## config.mk

```make
export PLATFORM = sky130hd
export DESIGN_NAME = lrc_top
export DESIGN_NICKNAME = d
export VERILOG_FILES = /design/src/lrc_pkg.sv /design/src/lrc_top.sv
export VERILOG_INCLUDE_DIRS = /design/src
export SDC_FILE = /design/constraint.sdc
export NUM_CORES = 1
export LEC_CHECK = 0
export ABC_CLOCK_PERIOD_IN_PS = 2200
export BUFFER_PORTS_ARGS = -buffer_cell sky130_fd_sc_hd__buf_2
export CAP_MARGIN = 20
export CORE_AREA = 8 8 76 78
export DETAILED_ROUTE_END_ITERATION = 7
export DIE_AREA = 0 0 84 86
export PLACE_DENSITY_LB_ADDON = 0.25
export SETUP_SLACK_MARGIN = 0.1
export SYNTH_ARGS = -nofsm -noshare
export SYNTH_HDL_FRONTEND = slang
export SYNTH_SLANG_ARGS = --single-unit
```

## constraint.sdc

```tcl
create_clock -name pclk -period 2.2 [get_ports pclk]
set_input_delay 0.22 -clock pclk [delete_from_list [all_inputs] [get_ports pclk]]
set_output_delay 0.22 -clock pclk [all_outputs]
set_load 0.05 [all_outputs]
```

## src/lrc_params.svh

```systemverilog
/*
 holds register offsets, field positions, reset values and encodings
 for the ladder reference control block.
 assumes a 32-bit apb bus with byte addresses and 8-bit registers.
*/
// Function
// - thirty-two levels chosen by a five-bit level code in the level register
// - ladder reference is active only while the enable bit is set
// - enabled tap equals negative source plus difference times code over 32
// - disabled, low-power select one, code all ones: output is positive source
// - disabled, low-power select zero, code all zeros: output is negative source
// - positive source is supply, reference pin or fixed buffer two; negative is ground or external negative reference
// - ladder output goes to comparator, adc channel, output pin, sensing module
// - output pin carries ladder voltage whenever pin-output enable is one
// - pin-output enable disables the pin digital driver and input detector
// - digital read of the output pin returns zero while it carries ladder
// - unimplemented bits ignore writes and read back zero
// - positive select 00 supply, 01 reference pin, 10 fixed buffer two
// - negative select one picks external negative reference, zero picks ground
// - while disabled, low-power set cuts negative source; cleared cuts positive source
// - reset disables ladder, removes pin output, clears level code
`ifndef LRC_PARAMS_SVH
`define LRC_PARAMS_SVH

`define LRC_OFF_CONTROL   12'h000
`define LRC_OFF_LEVEL     12'h004
`define LRC_ADDR_W        12

`define LRC_BIT_ENABLE    7
`define LRC_BIT_LPS       6
`define LRC_BIT_OE        5
`define LRC_PSS_HI        3
`define LRC_PSS_LO        2
`define LRC_BIT_NSS       0
`define LRC_CODE_HI       4

`define LRC_CONTROL_MASK  8'hed
`define LRC_LEVEL_MASK    8'h1f
`define LRC_CONTROL_RST   8'h00
`define LRC_LEVEL_RST     8'h00

`define LRC_CODE_ALL_ONES 5'h1f
`define LRC_CODE_ZERO     5'h00
`define LRC_LEVELS        6'h20

`endif

```

## src/lrc_pkg.sv

```systemverilog
/*
 holds the types of the ladder reference control block.
 assumes lrc_params.svh supplies the numeric constants.
*/
`default_nettype none
`include "lrc_params.svh"

package lrc_pkg;

    typedef enum logic [1:0] {
        LRC_PSRC_SUPPLY  = 2'h0,
        LRC_PSRC_REF_PIN = 2'h1,
        LRC_PSRC_FIXED2  = 2'h2,
        LRC_PSRC_RSVD    = 2'h3
    } lrc_psrc_e;

    typedef enum logic {
        LRC_NSRC_GROUND  = 1'b0,
        LRC_NSRC_EXT_REF = 1'b1
    } lrc_nsrc_e;

    typedef enum logic [1:0] {
        LRC_MODE_OFF_FLOAT,
        LRC_MODE_LADDER,
        LRC_MODE_CLAMP_POS,
        LRC_MODE_CLAMP_NEG
    } lrc_mode_e;

    // settings handed to the analog ladder
    typedef struct packed {
        logic      ladder_on;
        lrc_mode_e mode;
        lrc_psrc_e psrc;
        lrc_nsrc_e nsrc;
        logic      pos_connect;
        logic      neg_connect;
        logic [4:0] ladder_level_code;
    } lrc_analog_s;

    // output pin steering
    typedef struct packed {
        logic to_pin;
        logic dig_driver_off;
        logic dig_input_off;
    } lrc_pin_s;

endpackage : lrc_pkg

`default_nettype wire

```

## src/lrc_top.sv

```systemverilog
/*
 holds the ladder reference control logic with its apb register slave.
 assumes an apb master on pclk, an analog ladder that follows the
 analog settings, and a pad whose digital buffers obey the pin controls.
*/
`default_nettype none
`include "lrc_params.svh"

module lrc_top
    import lrc_pkg::*;
(
    input  wire logic                   pclk,
    input  wire logic                   presetn,
    input  wire logic                   psel,
    input  wire logic                   penable,
    input  wire logic                   pwrite,
    input  wire logic [31:0]            paddr,
    input  wire logic [31:0]            pwdata,
    input  wire logic [3:0]             pstrb,
    output var  logic [31:0]            prdata,
    output var  logic                   pready,
    output var  logic                   pslverr,
    input  wire logic                   pin_digital_in,
    input  wire logic                   pin_out_normal,
    input  wire logic                   pin_oe_normal,
    output var  logic                   pin_out,
    output var  logic                   pin_oe,
    output var  logic                   pin_read,
    output var  lrc_analog_s            analog,
    output var  lrc_pin_s               pin_ctl,
    output var  logic                   to_comparator,
    output var  logic                   to_adc_channel,
    output var  logic                   to_cap_sensing
);

    // =====================================================================
    // register storage
    // =====================================================================
    logic [7:0] control_r;
    logic [7:0] level_r;
    logic       pin_sync1_r;
    logic       pin_sync2_r;

    function automatic logic hit(input logic [31:0] a,
                                 input logic [11:0] off);
        hit = (a[`LRC_ADDR_W-1:0] == off) && (a[31:`LRC_ADDR_W] == '0);
    endfunction

    logic setup;
    logic wr_access;
    logic hit_control;
    logic hit_level;
    assign setup       = psel && !penable;
    assign wr_access   = psel && penable && pwrite && pready && pstrb[0];
    assign hit_control = hit(paddr, `LRC_OFF_CONTROL);
    assign hit_level   = hit(paddr, `LRC_OFF_LEVEL);

    // writes land at the access edge and hold until rewritten
    always_ff @(posedge pclk or negedge presetn) begin
        if (!presetn) begin
            control_r <= `LRC_CONTROL_RST;
        end else if (wr_access && hit_control) begin
            control_r <= pwdata[7:0] & `LRC_CONTROL_MASK;
        end
    end

    always_ff @(posedge pclk or negedge presetn) begin
        if (!presetn) begin
            level_r <= `LRC_LEVEL_RST;
        end else if (wr_access && hit_level) begin
            level_r <= pwdata[7:0] & `LRC_LEVEL_MASK;
        end
    end

    // =====================================================================
    // apb answer: no wait state, read data is registered in the setup cycle
    // =====================================================================
    always_ff @(posedge pclk or negedge presetn) begin
        if (!presetn) begin
            pready <= 1'b0;
        end else begin
            pready <= setup;
        end
    end

    always_ff @(posedge pclk or negedge presetn) begin
        if (!presetn) begin
            pslverr <= 1'b0;
        end else begin
            pslverr <= setup && !hit_control && !hit_level;
        end
    end

    always_ff @(posedge pclk or negedge presetn) begin
        if (!presetn) begin
            prdata <= '0;
        end else if (setup && !pwrite) begin
            prdata <= '0;
            if (hit_control) begin
                prdata <= {24'h000000, control_r};
            end else if (hit_level) begin
                prdata <= {24'h000000, level_r};
            end
        end
    end

    // =====================================================================
    // ladder mode decode
    // =====================================================================
    logic       en;
    logic       lps;
    logic       oe;
    logic [4:0] code;
    assign en   = control_r[`LRC_BIT_ENABLE];
    assign lps  = control_r[`LRC_BIT_LPS];
    assign oe   = control_r[`LRC_BIT_OE];
    assign code = level_r[`LRC_CODE_HI:0];

    lrc_analog_s analog_nxt;
    always_comb begin
        analog_nxt = '0;
        analog_nxt.ladder_on = en;
        analog_nxt.psrc = lrc_psrc_e'(control_r[`LRC_PSS_HI:`LRC_PSS_LO]);
        analog_nxt.nsrc = lrc_nsrc_e'(control_r[`LRC_BIT_NSS]);
        // reserved positive code falls back to supply, never a float
        if (analog_nxt.psrc == LRC_PSRC_RSVD) begin
            analog_nxt.psrc = LRC_PSRC_SUPPLY;
        end
        analog_nxt.ladder_level_code = code;
        analog_nxt.pos_connect = en || lps;
        analog_nxt.neg_connect = en || !lps;
        if (en) begin
            // tap = vneg + (vpos - vneg) * code / levels
            analog_nxt.mode = LRC_MODE_LADDER;
        end else if (lps && code == `LRC_CODE_ALL_ONES) begin
            analog_nxt.mode = LRC_MODE_CLAMP_POS;
        end else if (!lps && code == `LRC_CODE_ZERO) begin
            analog_nxt.mode = LRC_MODE_CLAMP_NEG;
        end else begin
            analog_nxt.mode = LRC_MODE_OFF_FLOAT;
        end
    end

    always_ff @(posedge pclk or negedge presetn) begin
        if (!presetn) begin
            analog <= '0;
        end else begin
            analog <= analog_nxt;
        end
    end

    // ladder output feeds comparator, adc channel and sensing module whenever it carries a level
    always_ff @(posedge pclk or negedge presetn) begin
        if (!presetn) begin
            to_comparator  <= 1'b0;
            to_adc_channel <= 1'b0;
            to_cap_sensing <= 1'b0;
        end else begin
            to_comparator  <= analog_nxt.mode != LRC_MODE_OFF_FLOAT;
            to_adc_channel <= analog_nxt.mode != LRC_MODE_OFF_FLOAT;
            to_cap_sensing <= analog_nxt.mode != LRC_MODE_OFF_FLOAT;
        end
    end

    // =====================================================================
    // output pin steering
    // =====================================================================
    always_ff @(posedge pclk or negedge presetn) begin
        if (!presetn) begin
            pin_ctl <= '0;
        end else begin
            pin_ctl.to_pin         <= oe;
            pin_ctl.dig_driver_off <= oe;
            pin_ctl.dig_input_off  <= oe;
        end
    end

    always_ff @(posedge pclk or negedge presetn) begin
        if (!presetn) begin
            pin_out <= 1'b0;
            pin_oe  <= 1'b0;
        end else begin
            pin_out <= oe ? 1'b0 : pin_out_normal;
            pin_oe  <= oe ? 1'b0 : pin_oe_normal;
        end
    end

    // pad level comes from outside the clock domain
    always_ff @(posedge pclk or negedge presetn) begin
        if (!presetn) begin
            pin_sync1_r <= 1'b0;
            pin_sync2_r <= 1'b0;
        end else begin
            pin_sync1_r <= pin_digital_in;
            pin_sync2_r <= pin_sync1_r;
        end
    end

    always_ff @(posedge pclk or negedge presetn) begin
        if (!presetn) begin
            pin_read <= 1'b0;
        end else begin
            pin_read <= oe ? 1'b0 : pin_sync2_r;
        end
    end

endmodule // lrc_top

`default_nettype wire

```

==> results.sh, run 1 <==
export IMPL_grt_antenna_before_repair=0
export IMPL_synth_cell_types=22
export IMPL_status="completed"
export IMPL_cpPeakStageDelay_ns=0.50
export IMPL_ir_worst_vdd_mv=0.305
export IMPL_hold_start="pin_digital_in"
export IMPL_path_max_fanout=5
export IMPL_fin_util=0.483
export IMPL_drc=0
export IMPL_cp_end_kind="register"
export IMPL_htreeDepth=2
export IMPL_cts_hold_buf=0
export IMPL_rr_startpoint="pready"
export IMPL_period_minus_slack_ns=1.63
export IMPL_dieArea_um2=7220
export IMPL_final_setup_skew_ns=0.00374
export IMPL_core_um2=4600
export IMPL_wl_per_cell_um=14.7
export IMPL_internal_power_w=0.00117
export IMPL_clockRootBuffer="clkbuf_8"
export IMPL_grt_usage=0.117
export IMPL_fin_cells=280
export IMPL_whs_ns=0.0357
export IMPL_ant_nets=0
export IMPL_tightest_slew_ns=0.889
export IMPL_initial_utilization=0.383
export IMPL_worstSetupPathType="in2reg"
export IMPL_crit_chain="buf_2 > nor4_1 > nand4_1 > nor4_4 > mux2_2"
export IMPL_hold_violations=0
export IMPL_ys_warnings_count=0
export IMPL_max_freq_ghz=0.614
export IMPL_worst_setup_path_start_kind="input port"
export IMPL_fp_dieW_um=84
export IMPL_seq_power_share=0.489
export IMPL_cp_slowest_cell="nor4_4"
export IMPL_synth_edff_count=0
export IMPL_post_cts_buffers=0
export IMPL_dr_pass1_iters=2
export IMPL_place_inst=272
export IMPL_maxSlewViolCount=0
export IMPL_drive_gt1_frac=0.460
export IMPL_ys_flop_type="dfrtp_1"
export IMPL_place_hpwl_um=3380
export IMPL_clk_pin_slew_ns=0.07
export IMPL_final_period_utilization=0.741
export IMPL_p_per_area_nw_per_um2=702
export IMPL_routed_via_count=1269
export IMPL_p_sw_frac=0.250
export IMPL_first_global_vias=1448
export IMPL_antennaDiodeCount=0
export IMPL_yosysSeqAreaShare=0.582
export IMPL_syn_avg_cell_area_um2=12.2
export IMPL_max_cap_viol_count=0
export IMPL_drt_iter0_markers=110
export IMPL_die_y_um=86
export IMPL_final_nets=301
export IMPL_maxSlewHeadroom=0.408
export IMPL_synthCells=144
export IMPL_power_frac_comb=0.120
export IMPL_vias_per_cell=4.53
export IMPL_grt_start_max_net_pins=42
export IMPL_final_common_cell="buf_2"
export IMPL_clk_latency_ns=0.28
export IMPL_reg2reg_depth=3
export IMPL_syn_area_um2=1760
export IMPL_grt_pass1_wl_um=6840
export IMPL_cts_resized=0
export IMPL_pwr_share_clk=0.391
export IMPL_worstHoldPathCells=1
export IMPL_drt_wl_total_um=4110
export IMPL_layout_common_cells="buf_2, dfrtp_1, conb_1"
export IMPL_syn_to_final_growth_pct=25.9
export IMPL_rrSetupSlack_ns=0.81
export IMPL_rsz0062_at_grt="no"
export IMPL_cts_buffers=5
export IMPL_crit_arrival_ns=1.80
export IMPL_pin_count=132
export IMPL_synthArstFlopShare=1.00
export IMPL_cts_tree="done"
export IMPL_synth_seq_cells=41
export IMPL_globalplace_congestion=0.754
export IMPL_min_to="pin_sync1_r"
export IMPL_min_path_type="in2reg"
export IMPL_required_ns=2.37
export IMPL_setup_violations_final=0
export IMPL_port_buffers=80
export IMPL_crit_buf_inv=1
export IMPL_clk_path_buf_depth=2
export IMPL_nFillCells=433
export IMPL_clock_sinks=41
export IMPL_grt_remaining_overflow=0
export IMPL_power_switching_w=0.000389
export IMPL_final_setup_tns_ns=0
export IMPL_rows=25
export IMPL_p_leak_nw=1.20
export IMPL_r2r_end="level_r[1]"
export IMPL_cp_top_family="simple AND/OR/NAND/NOR gates"
## through the flow
step                      total power (W)  cell area, um^2  setup slack, ns
after floorplan                  0.000931             1850            0.509
after global placement           0.000962             2100            0.233
after detailed placement         0.000963             2100            0.235
after CTS                         0.00158             2220            0.535
after global routing              0.00162             2220            0.420
final                             0.00156             2220            0.571
## power groups by stage
stage	Clock (W)	Combinational (W)	Sequential, W
3_5_place_dp	0	0.000187	0.000776
4_1_cts	0.000627	0.000188	0.000761
5_1_grt	0.000659	0.000200	0.000761
3_3_place_gp	0	0.000186	0.000776
6_report	0.000609	0.000187	0.000761
2_1_floorplan	0	0.000138	0.000793
## registers in the layout (all words and copies together), names as in the netlist, 5 cells and up
register   count
analog        13
prdata         8
control_r      6
level_r        5
## worst reg2reg max path: stages (launching register included)
cell and delay (ns):
dfrtp_1 0.34, nand3_1 0.18, nor4_4 0.37, mux2_2 0.38
## cells by family after synthesis
family / synth area share
muxes: 0.0873
and+or+nand+nor: 0.158
buffers and inverters: 0.132
other: 0.00213
AOI/OAI and AO/OA: 0.0383
DFF: 0.582
## layer usage
layer	global-route usage	part of all wire
met1	0.134	0.43
met2	0.186	0.46
met3	0.0559	0.096
met4	0.0424	0.017
met5	0	0
## cells in the mapped netlist, types with 2 or more instances
library cell	n	share of area
dfrtp_1	41	0.58
buf_4	28	0.12
nand2_1	15	0.032
mux2_2	11	0.070
nor4_1	8	0.028
o31ai_1	8	0.034
nor2b_1	7	0.025
nand2b_1	4	0.014
mux2i_1	3	0.017
nand4_1	3	0.011
clkbuf_1	2	0.0043
nor2_1	2	0.0043
nor4_4	2	0.024
or2_2	2	0.0071
## final cells by class
type,count,area (um^2),area share
Clock buffer,7,86.3,0.0389
Sequential cell,41,1030,0.462
Clock inverter,1,30.0,0.0135
Inverter,1,3.75,0.00169
Multi-Input combinational cell,94,591,0.266
Timing Repair Buffer,82,415,0.187
Tap cell,54,67.6,0.0304
## worst max path at each step
stage / start / end / slack [ns] / depth (start not counted)
2_1_floorplan: pready / control_r[0] / 0.51 / 3
3_3_place_gp: paddr[3] / level_r[3] / 0.23 / 5
3_5_place_dp: paddr[3] / level_r[2] / 0.23 / 5
4_1_cts: paddr[3] / level_r[2] / 0.54 / 5
5_1_grt: paddr[3] / level_r[1] / 0.42 / 5
6_report: paddr[3] / level_r[1] / 0.57 / 5
(Power assumes the default switching activity.)
==> run 2, diff against run 1 <==
Settings changed: ABC_CLOCK_PERIOD_IN_PS 2200 to 1400, CORE_AREA 8 8 76 78 to 8 8 79 81, DIE_AREA 0 0 84 86 to 0 0 87 89.
Clock period 2.2 ns to 1.4 ns, I/O delays scaled along.
==> results.sh, run 2 (synthesis gave the netlist of run 1 again) <==
export IMPL_post_cts_buffers=0
export IMPL_grt_start_max_net_pins=24
export IMPL_power_switching_w=0.000674
export IMPL_rows=26
export IMPL_worst_setup_path_start_kind="input port"
export IMPL_grt_remaining_overflow=0
export IMPL_cp_end_kind="register"
export IMPL_die_y_um=89
export IMPL_drt_iter0_markers=32
export IMPL_drc=0
export IMPL_cts_tree="done"
export IMPL_wl_per_cell_um=14.6
export IMPL_min_path_type="in2reg"
export IMPL_place_hpwl_um=3520
export IMPL_vias_per_cell=4.26
export IMPL_pin_count=132
export IMPL_clock_sinks=41
export IMPL_htreeDepth=2
export IMPL_grt_pass1_wl_um=6940
export IMPL_ir_worst_vdd_mv=0.491
export IMPL_place_inst=295
export IMPL_place_ws_ns=-0.307
export IMPL_initial_utilization=0.354
export IMPL_required_ns=1.58
export IMPL_antennaDiodeCount=0
export IMPL_fp_dieW_um=87
export IMPL_clockRootBuffer="clkbuf_8"
export IMPL_final_common_cell="buf_2"
export IMPL_worstSetupPathType="in2reg"
export IMPL_syn_to_final_growth_pct=40.3
export IMPL_routed_via_count=1298
export IMPL_max_cap_viol_count=0
export IMPL_port_buffers=80
export IMPL_status="completed"
export IMPL_dieArea_um2=7740
export IMPL_final_nets=310
export IMPL_grt_usage=0.116
export IMPL_first_global_vias=1380
export IMPL_internal_power_w=0.00185
export IMPL_drt_wl_total_um=4460
export IMPL_core_um2=4980
export IMPL_grt_antenna_before_repair=0
export IMPL_rsz0062_at_grt="yes"
export IMPL_setup_violations_final=0
export IMPL_max_freq_ghz=0.751
export IMPL_p_leak_nw=1.26
export IMPL_power_frac_comb=0.132
export IMPL_final_setup_tns_ns=0
export IMPL_drive_gt1_frac=0.523
export IMPL_seq_power_share=0.473
export IMPL_hold_violations=0
export IMPL_dr_pass1_iters=4
export IMPL_p_sw_frac=0.267
export IMPL_final_setup_skew_ns=0.00256
export IMPL_globalplace_congestion=0.711
export IMPL_ant_nets=0
export IMPL_largest_reg_flops=13
export IMPL_fin_cells=305
export IMPL_maxSlewViolCount=0
export IMPL_setup_ws_ns=0.0678
export IMPL_cts_buffers=5
export IMPL_period_minus_slack_ns=1.33
export IMPL_path_max_fanout=5
export IMPL_largest_register="analog"
export IMPL_clk_path_buf_depth=2
export IMPL_clk_pin_slew_ns=0.08
export IMPL_p_per_area_nw_per_um2=1020
export IMPL_largestRegisters="analog: 13 flops, prdata: 8 flops, control_r: 6 flops"
export IMPL_crit_arrival_ns=1.52
export IMPL_clk_latency_ns=0.30
export IMPL_final_period_utilization=0.952
export IMPL_pwr_share_clk=0.395
export IMPL_layout_common_cells="buf_2, dfrtp_1, conb_1"
## run 2: what timing repair did
item | in CTS | in global routing
resized for setup | 15 | 4
hold endpoints to repair | 22 | 0
hold buffers | 2 | 0
pin swaps | 5 | 0
setup endpoints to repair | 11 | 19
## run 2: per-layer routing
| metal | GRT usage | up-vias | part of all wire |
|---|---|---|---|
| met4 | 0.0423 | 0 | 0.0031 |
| met3 | 0.0377 | 2 | 0.063 |
| met1 | 0.130 | 638 | 0.38 |
| met5 | 0 | - | 0 |
| met2 | 0.203 | 41 | 0.55 |
| li1 | - | 617 | - |
## run 2: worst paths after layout
check                                 endpoint         from  slack [ns]  cells past startpoint
min in group asynchronous       to_cap_sensing      presetn        0.34                      2
worst max-delay path                level_r[2]    paddr[20]        0.07                      7
worst min register to register     pin_sync2_r  pin_sync1_r        0.38                      0
worst min-delay path                    pready      penable        0.03                      2
max in group asynchronous           analog[11]      presetn        0.52                      3
worst max register to register    control_r[5]       pready        0.07                      4
## run 2: per-stage QoR
step                power [W]  area [um^2]  utilization  hold WS [ns]
floorplan             0.00147         1920            -        -0.156
global placement      0.00153         2240        0.451         0.146
detailed placement    0.00154         2240        0.451         0.144
CTS                   0.00254         2450        0.492        0.0234
global route          0.00263         2470        0.497        0.0443
finish                0.00253         2470        0.497        0.0263
## run 2: final cells by class
class / count / area [um^2]
Fill cell: 460 / 2500
Clock inverter: 2 / 37.5
Inverter: 1 / 3.75
Timing Repair Buffer: 91 / 502
Clock buffer: 6 / 82.6
Multi-Input combinational cell: 94 / 733
Sequential cell: 41 / 1030
Tap cell: 70 / 87.6
## run 2: worst max-delay path, cell delays in order
cell and delay (ns):
buf_2 0.11, nor4_2 0.27, nand4_1 0.14, buf_4 0.18, nor4_4 0.22, buf_6 0.17, mux2_4 0.30
## run 2: power by group through the flow
stage | sequential (W) | combinational [W] | clock (W)
floorplan | 0.00125 | 0.000221 | 0
global placement | 0.00122 | 0.000315 | 0
detailed placement | 0.00122 | 0.000318 | 0
CTS | 0.00120 | 0.000329 | 0.00101
global route | 0.00120 | 0.000355 | 0.00108
finish | 0.00120 | 0.000334 | 0.000998
==> run 3, diff against run 2 <==
Settings changed: RECOVER_POWER from default to 50.
==> results.sh, run 3 (synthesis gave the netlist of run 1 again) <==
export IMPL_max_cap_viol_count=0
export IMPL_pin_count=132
export IMPL_initial_utilization=0.354
export IMPL_grt_usage=0.116
export IMPL_cp_end_kind="register"
export IMPL_cts_tree="done"
export IMPL_final_period_utilization=0.953
export IMPL_rows=26
export IMPL_fin_area_um2=2470
export IMPL_p_per_area_nw_per_um2=1020
export IMPL_drc=0
export IMPL_setup_violations_final=0
export IMPL_die_y_um=89
export IMPL_globalplace_congestion=0.711
export IMPL_tightest_slew_ns=0.553
export IMPL_grt_pass1_wl_um=6940
export IMPL_largest_reg_flops=13
export IMPL_min_path_type="in2reg"
export IMPL_cp_slowest_cell="mux2_4"
export IMPL_final_nets=310
export IMPL_htreeDepth=2
export IMPL_clk_path_buf_depth=2
export IMPL_worstSetupPathType="in2reg"
export IMPL_wl_per_cell_um=14.6
export IMPL_fp_dieW_um=87
export IMPL_antennaDiodeCount=0
export IMPL_grt_remaining_overflow=0
export IMPL_fin_cells=305
export IMPL_clock_sinks=41
export IMPL_setup_ws_ns=0.0661
export IMPL_rsz0062_at_grt="yes"
export IMPL_fin_util=0.495
export IMPL_p_leak_nw=1.26
export IMPL_max_freq_ghz=0.750
export IMPL_final_common_cell="buf_2"
export IMPL_drt_iter0_markers=33
export IMPL_drive_gt1_frac=0.515
export IMPL_grtUsageMet1=0.130
export IMPL_cpPeakStageDelay_ns=0.30
export IMPL_clockRootBuffer="clkbuf_8"
export IMPL_required_ns=1.58
export IMPL_clk_latency_ns=0.29
export IMPL_place_area_um2=2240
export IMPL_nFillCells=464
export IMPL_cts_buffers=5
export IMPL_grt_start_max_net_pins=24
export IMPL_core_um2=4980
export IMPL_period_minus_slack_ns=1.33
export IMPL_clk_pin_slew_ns=0.08
export IMPL_layout_common_cells="buf_2, dfrtp_1, conb_1"
export IMPL_met2_usage=0.203
export IMPL_final_setup_skew_ns=0.00275
export IMPL_drt_wl_total_um=4450
export IMPL_ant_nets=0
export IMPL_use_met3=0.0377
export IMPL_syn_to_final_growth_pct=39.9
export IMPL_maxSlewViolCount=0
export IMPL_port_buffers=80
export IMPL_status="completed"
export IMPL_place_hpwl_um=3520
export IMPL_crit_chain="buf_2 > nor4_2 > nand4_1 > buf_4 > nor4_4 > buf_6 > mux2_4"
export IMPL_crit_arrival_ns=1.52
export IMPL_hold_violations=0
export IMPL_dieArea_um2=7740
export IMPL_final_setup_tns_ns=0
export IMPL_largest_register="analog"
export IMPL_path_max_fanout=5
export IMPL_first_global_vias=1380
export IMPL_busiest_layer="met2"
export IMPL_worst_setup_path_start_kind="input port"
export IMPL_place_ws_ns=-0.307
export IMPL_place_inst=295
export IMPL_routed_via_count=1299
export IMPL_maxSlewHeadroom=0.632
export IMPL_ir_worst_vdd_mv=0.486
export IMPL_vias_per_cell=4.26
export IMPL_largestRegisters="analog: 13 flops, prdata: 8 flops, control_r: 6 flops"
export IMPL_dr_pass1_iters=4
export IMPL_grt_antenna_before_repair=0
[run 3: changes by cell type in the layout (fill, tap and decap cells not counted), sizes merged]
cell    delta
buf        -5
clkbuf     +5
[run 3: final timing paths]
kind / startpoint / endpoint / slack [ns] / cells after the start
setup / recovery: paddr[20] / level_r[2] / 0.07 / 7
hold / removal: penable / pready / 0.04 / 2
setup reg to reg: pready / control_r[5] / 0.07 / 4
hold reg to reg: pin_sync1_r / pin_sync2_r / 0.38 / 0
max in group asynchronous: presetn / analog[11] / 0.37 / 3
min in group asynchronous: presetn / to_cap_sensing / 0.36 / 2
[run 3: worst max-delay path, delay by kind of cell]
| kind | cells | cell delay, ns |
|---|---|---|
| and+or+nand+nor | 3 | 0.63 |
| buffers and inverters | 3 | 0.46 |
| muxes | 1 | 0.30 |
[run 3: cell type report]
class / instances / area, um^2 / share of cell area
clock inverters: 2 / 37.5 / 0.0152
clock buffers: 6 / 82.6 / 0.0335
flip-flops and latches: 41 / 1030 / 0.417
inverters: 1 / 3.75 / 0.00152
multi-input cells: 94 / 733 / 0.297
repair buffers: 91 / 494 / 0.200
well taps: 70 / 87.6 / 0.0355
[run 3: stage by stage]
stage,hold WS [ns],total power (W)
floorplan,-0.156,0.00147
global placement,0.146,0.00153
detailed placement,0.144,0.00154
CTS,0.0234,0.00254
global route,0.0508,0.00263
finish,0.0448,0.00252
[run 3: what timing repair did]
| item | 4_1_cts | 5_1_grt |
|---|---|---|
| buffers inserted | 0 | 0 |
| hold buffers | 2 | 0 |
| endpoints found under the setup margin | 11 | 19 |
| hold endpoints to repair | 22 | 0 |
| pin swaps | 5 | 0 |
| resized for setup | 15 | 4 |
[run 3: power by group]
part / total (W) / switching [W] / internal (W)
combinational: 0.000331 / 0.000252 / 0.0000789
clock: 0.000997 / 0.000417 / 0.000580
sequential: 0.00120 / 0.00000322 / 0.00119
total: 0.00252 / 0.000673 / 0.00185
[run 3: layer usage]
| layer | up-vias | part of all wire |
|---|---|---|
| met4 | 0 | 0.014 |
| met3 | 5 | 0.063 |
| met1 | 635 | 0.38 |
| met2 | 43 | 0.55 |
| li1 | 616 | - |
| met5 | - | 0 |
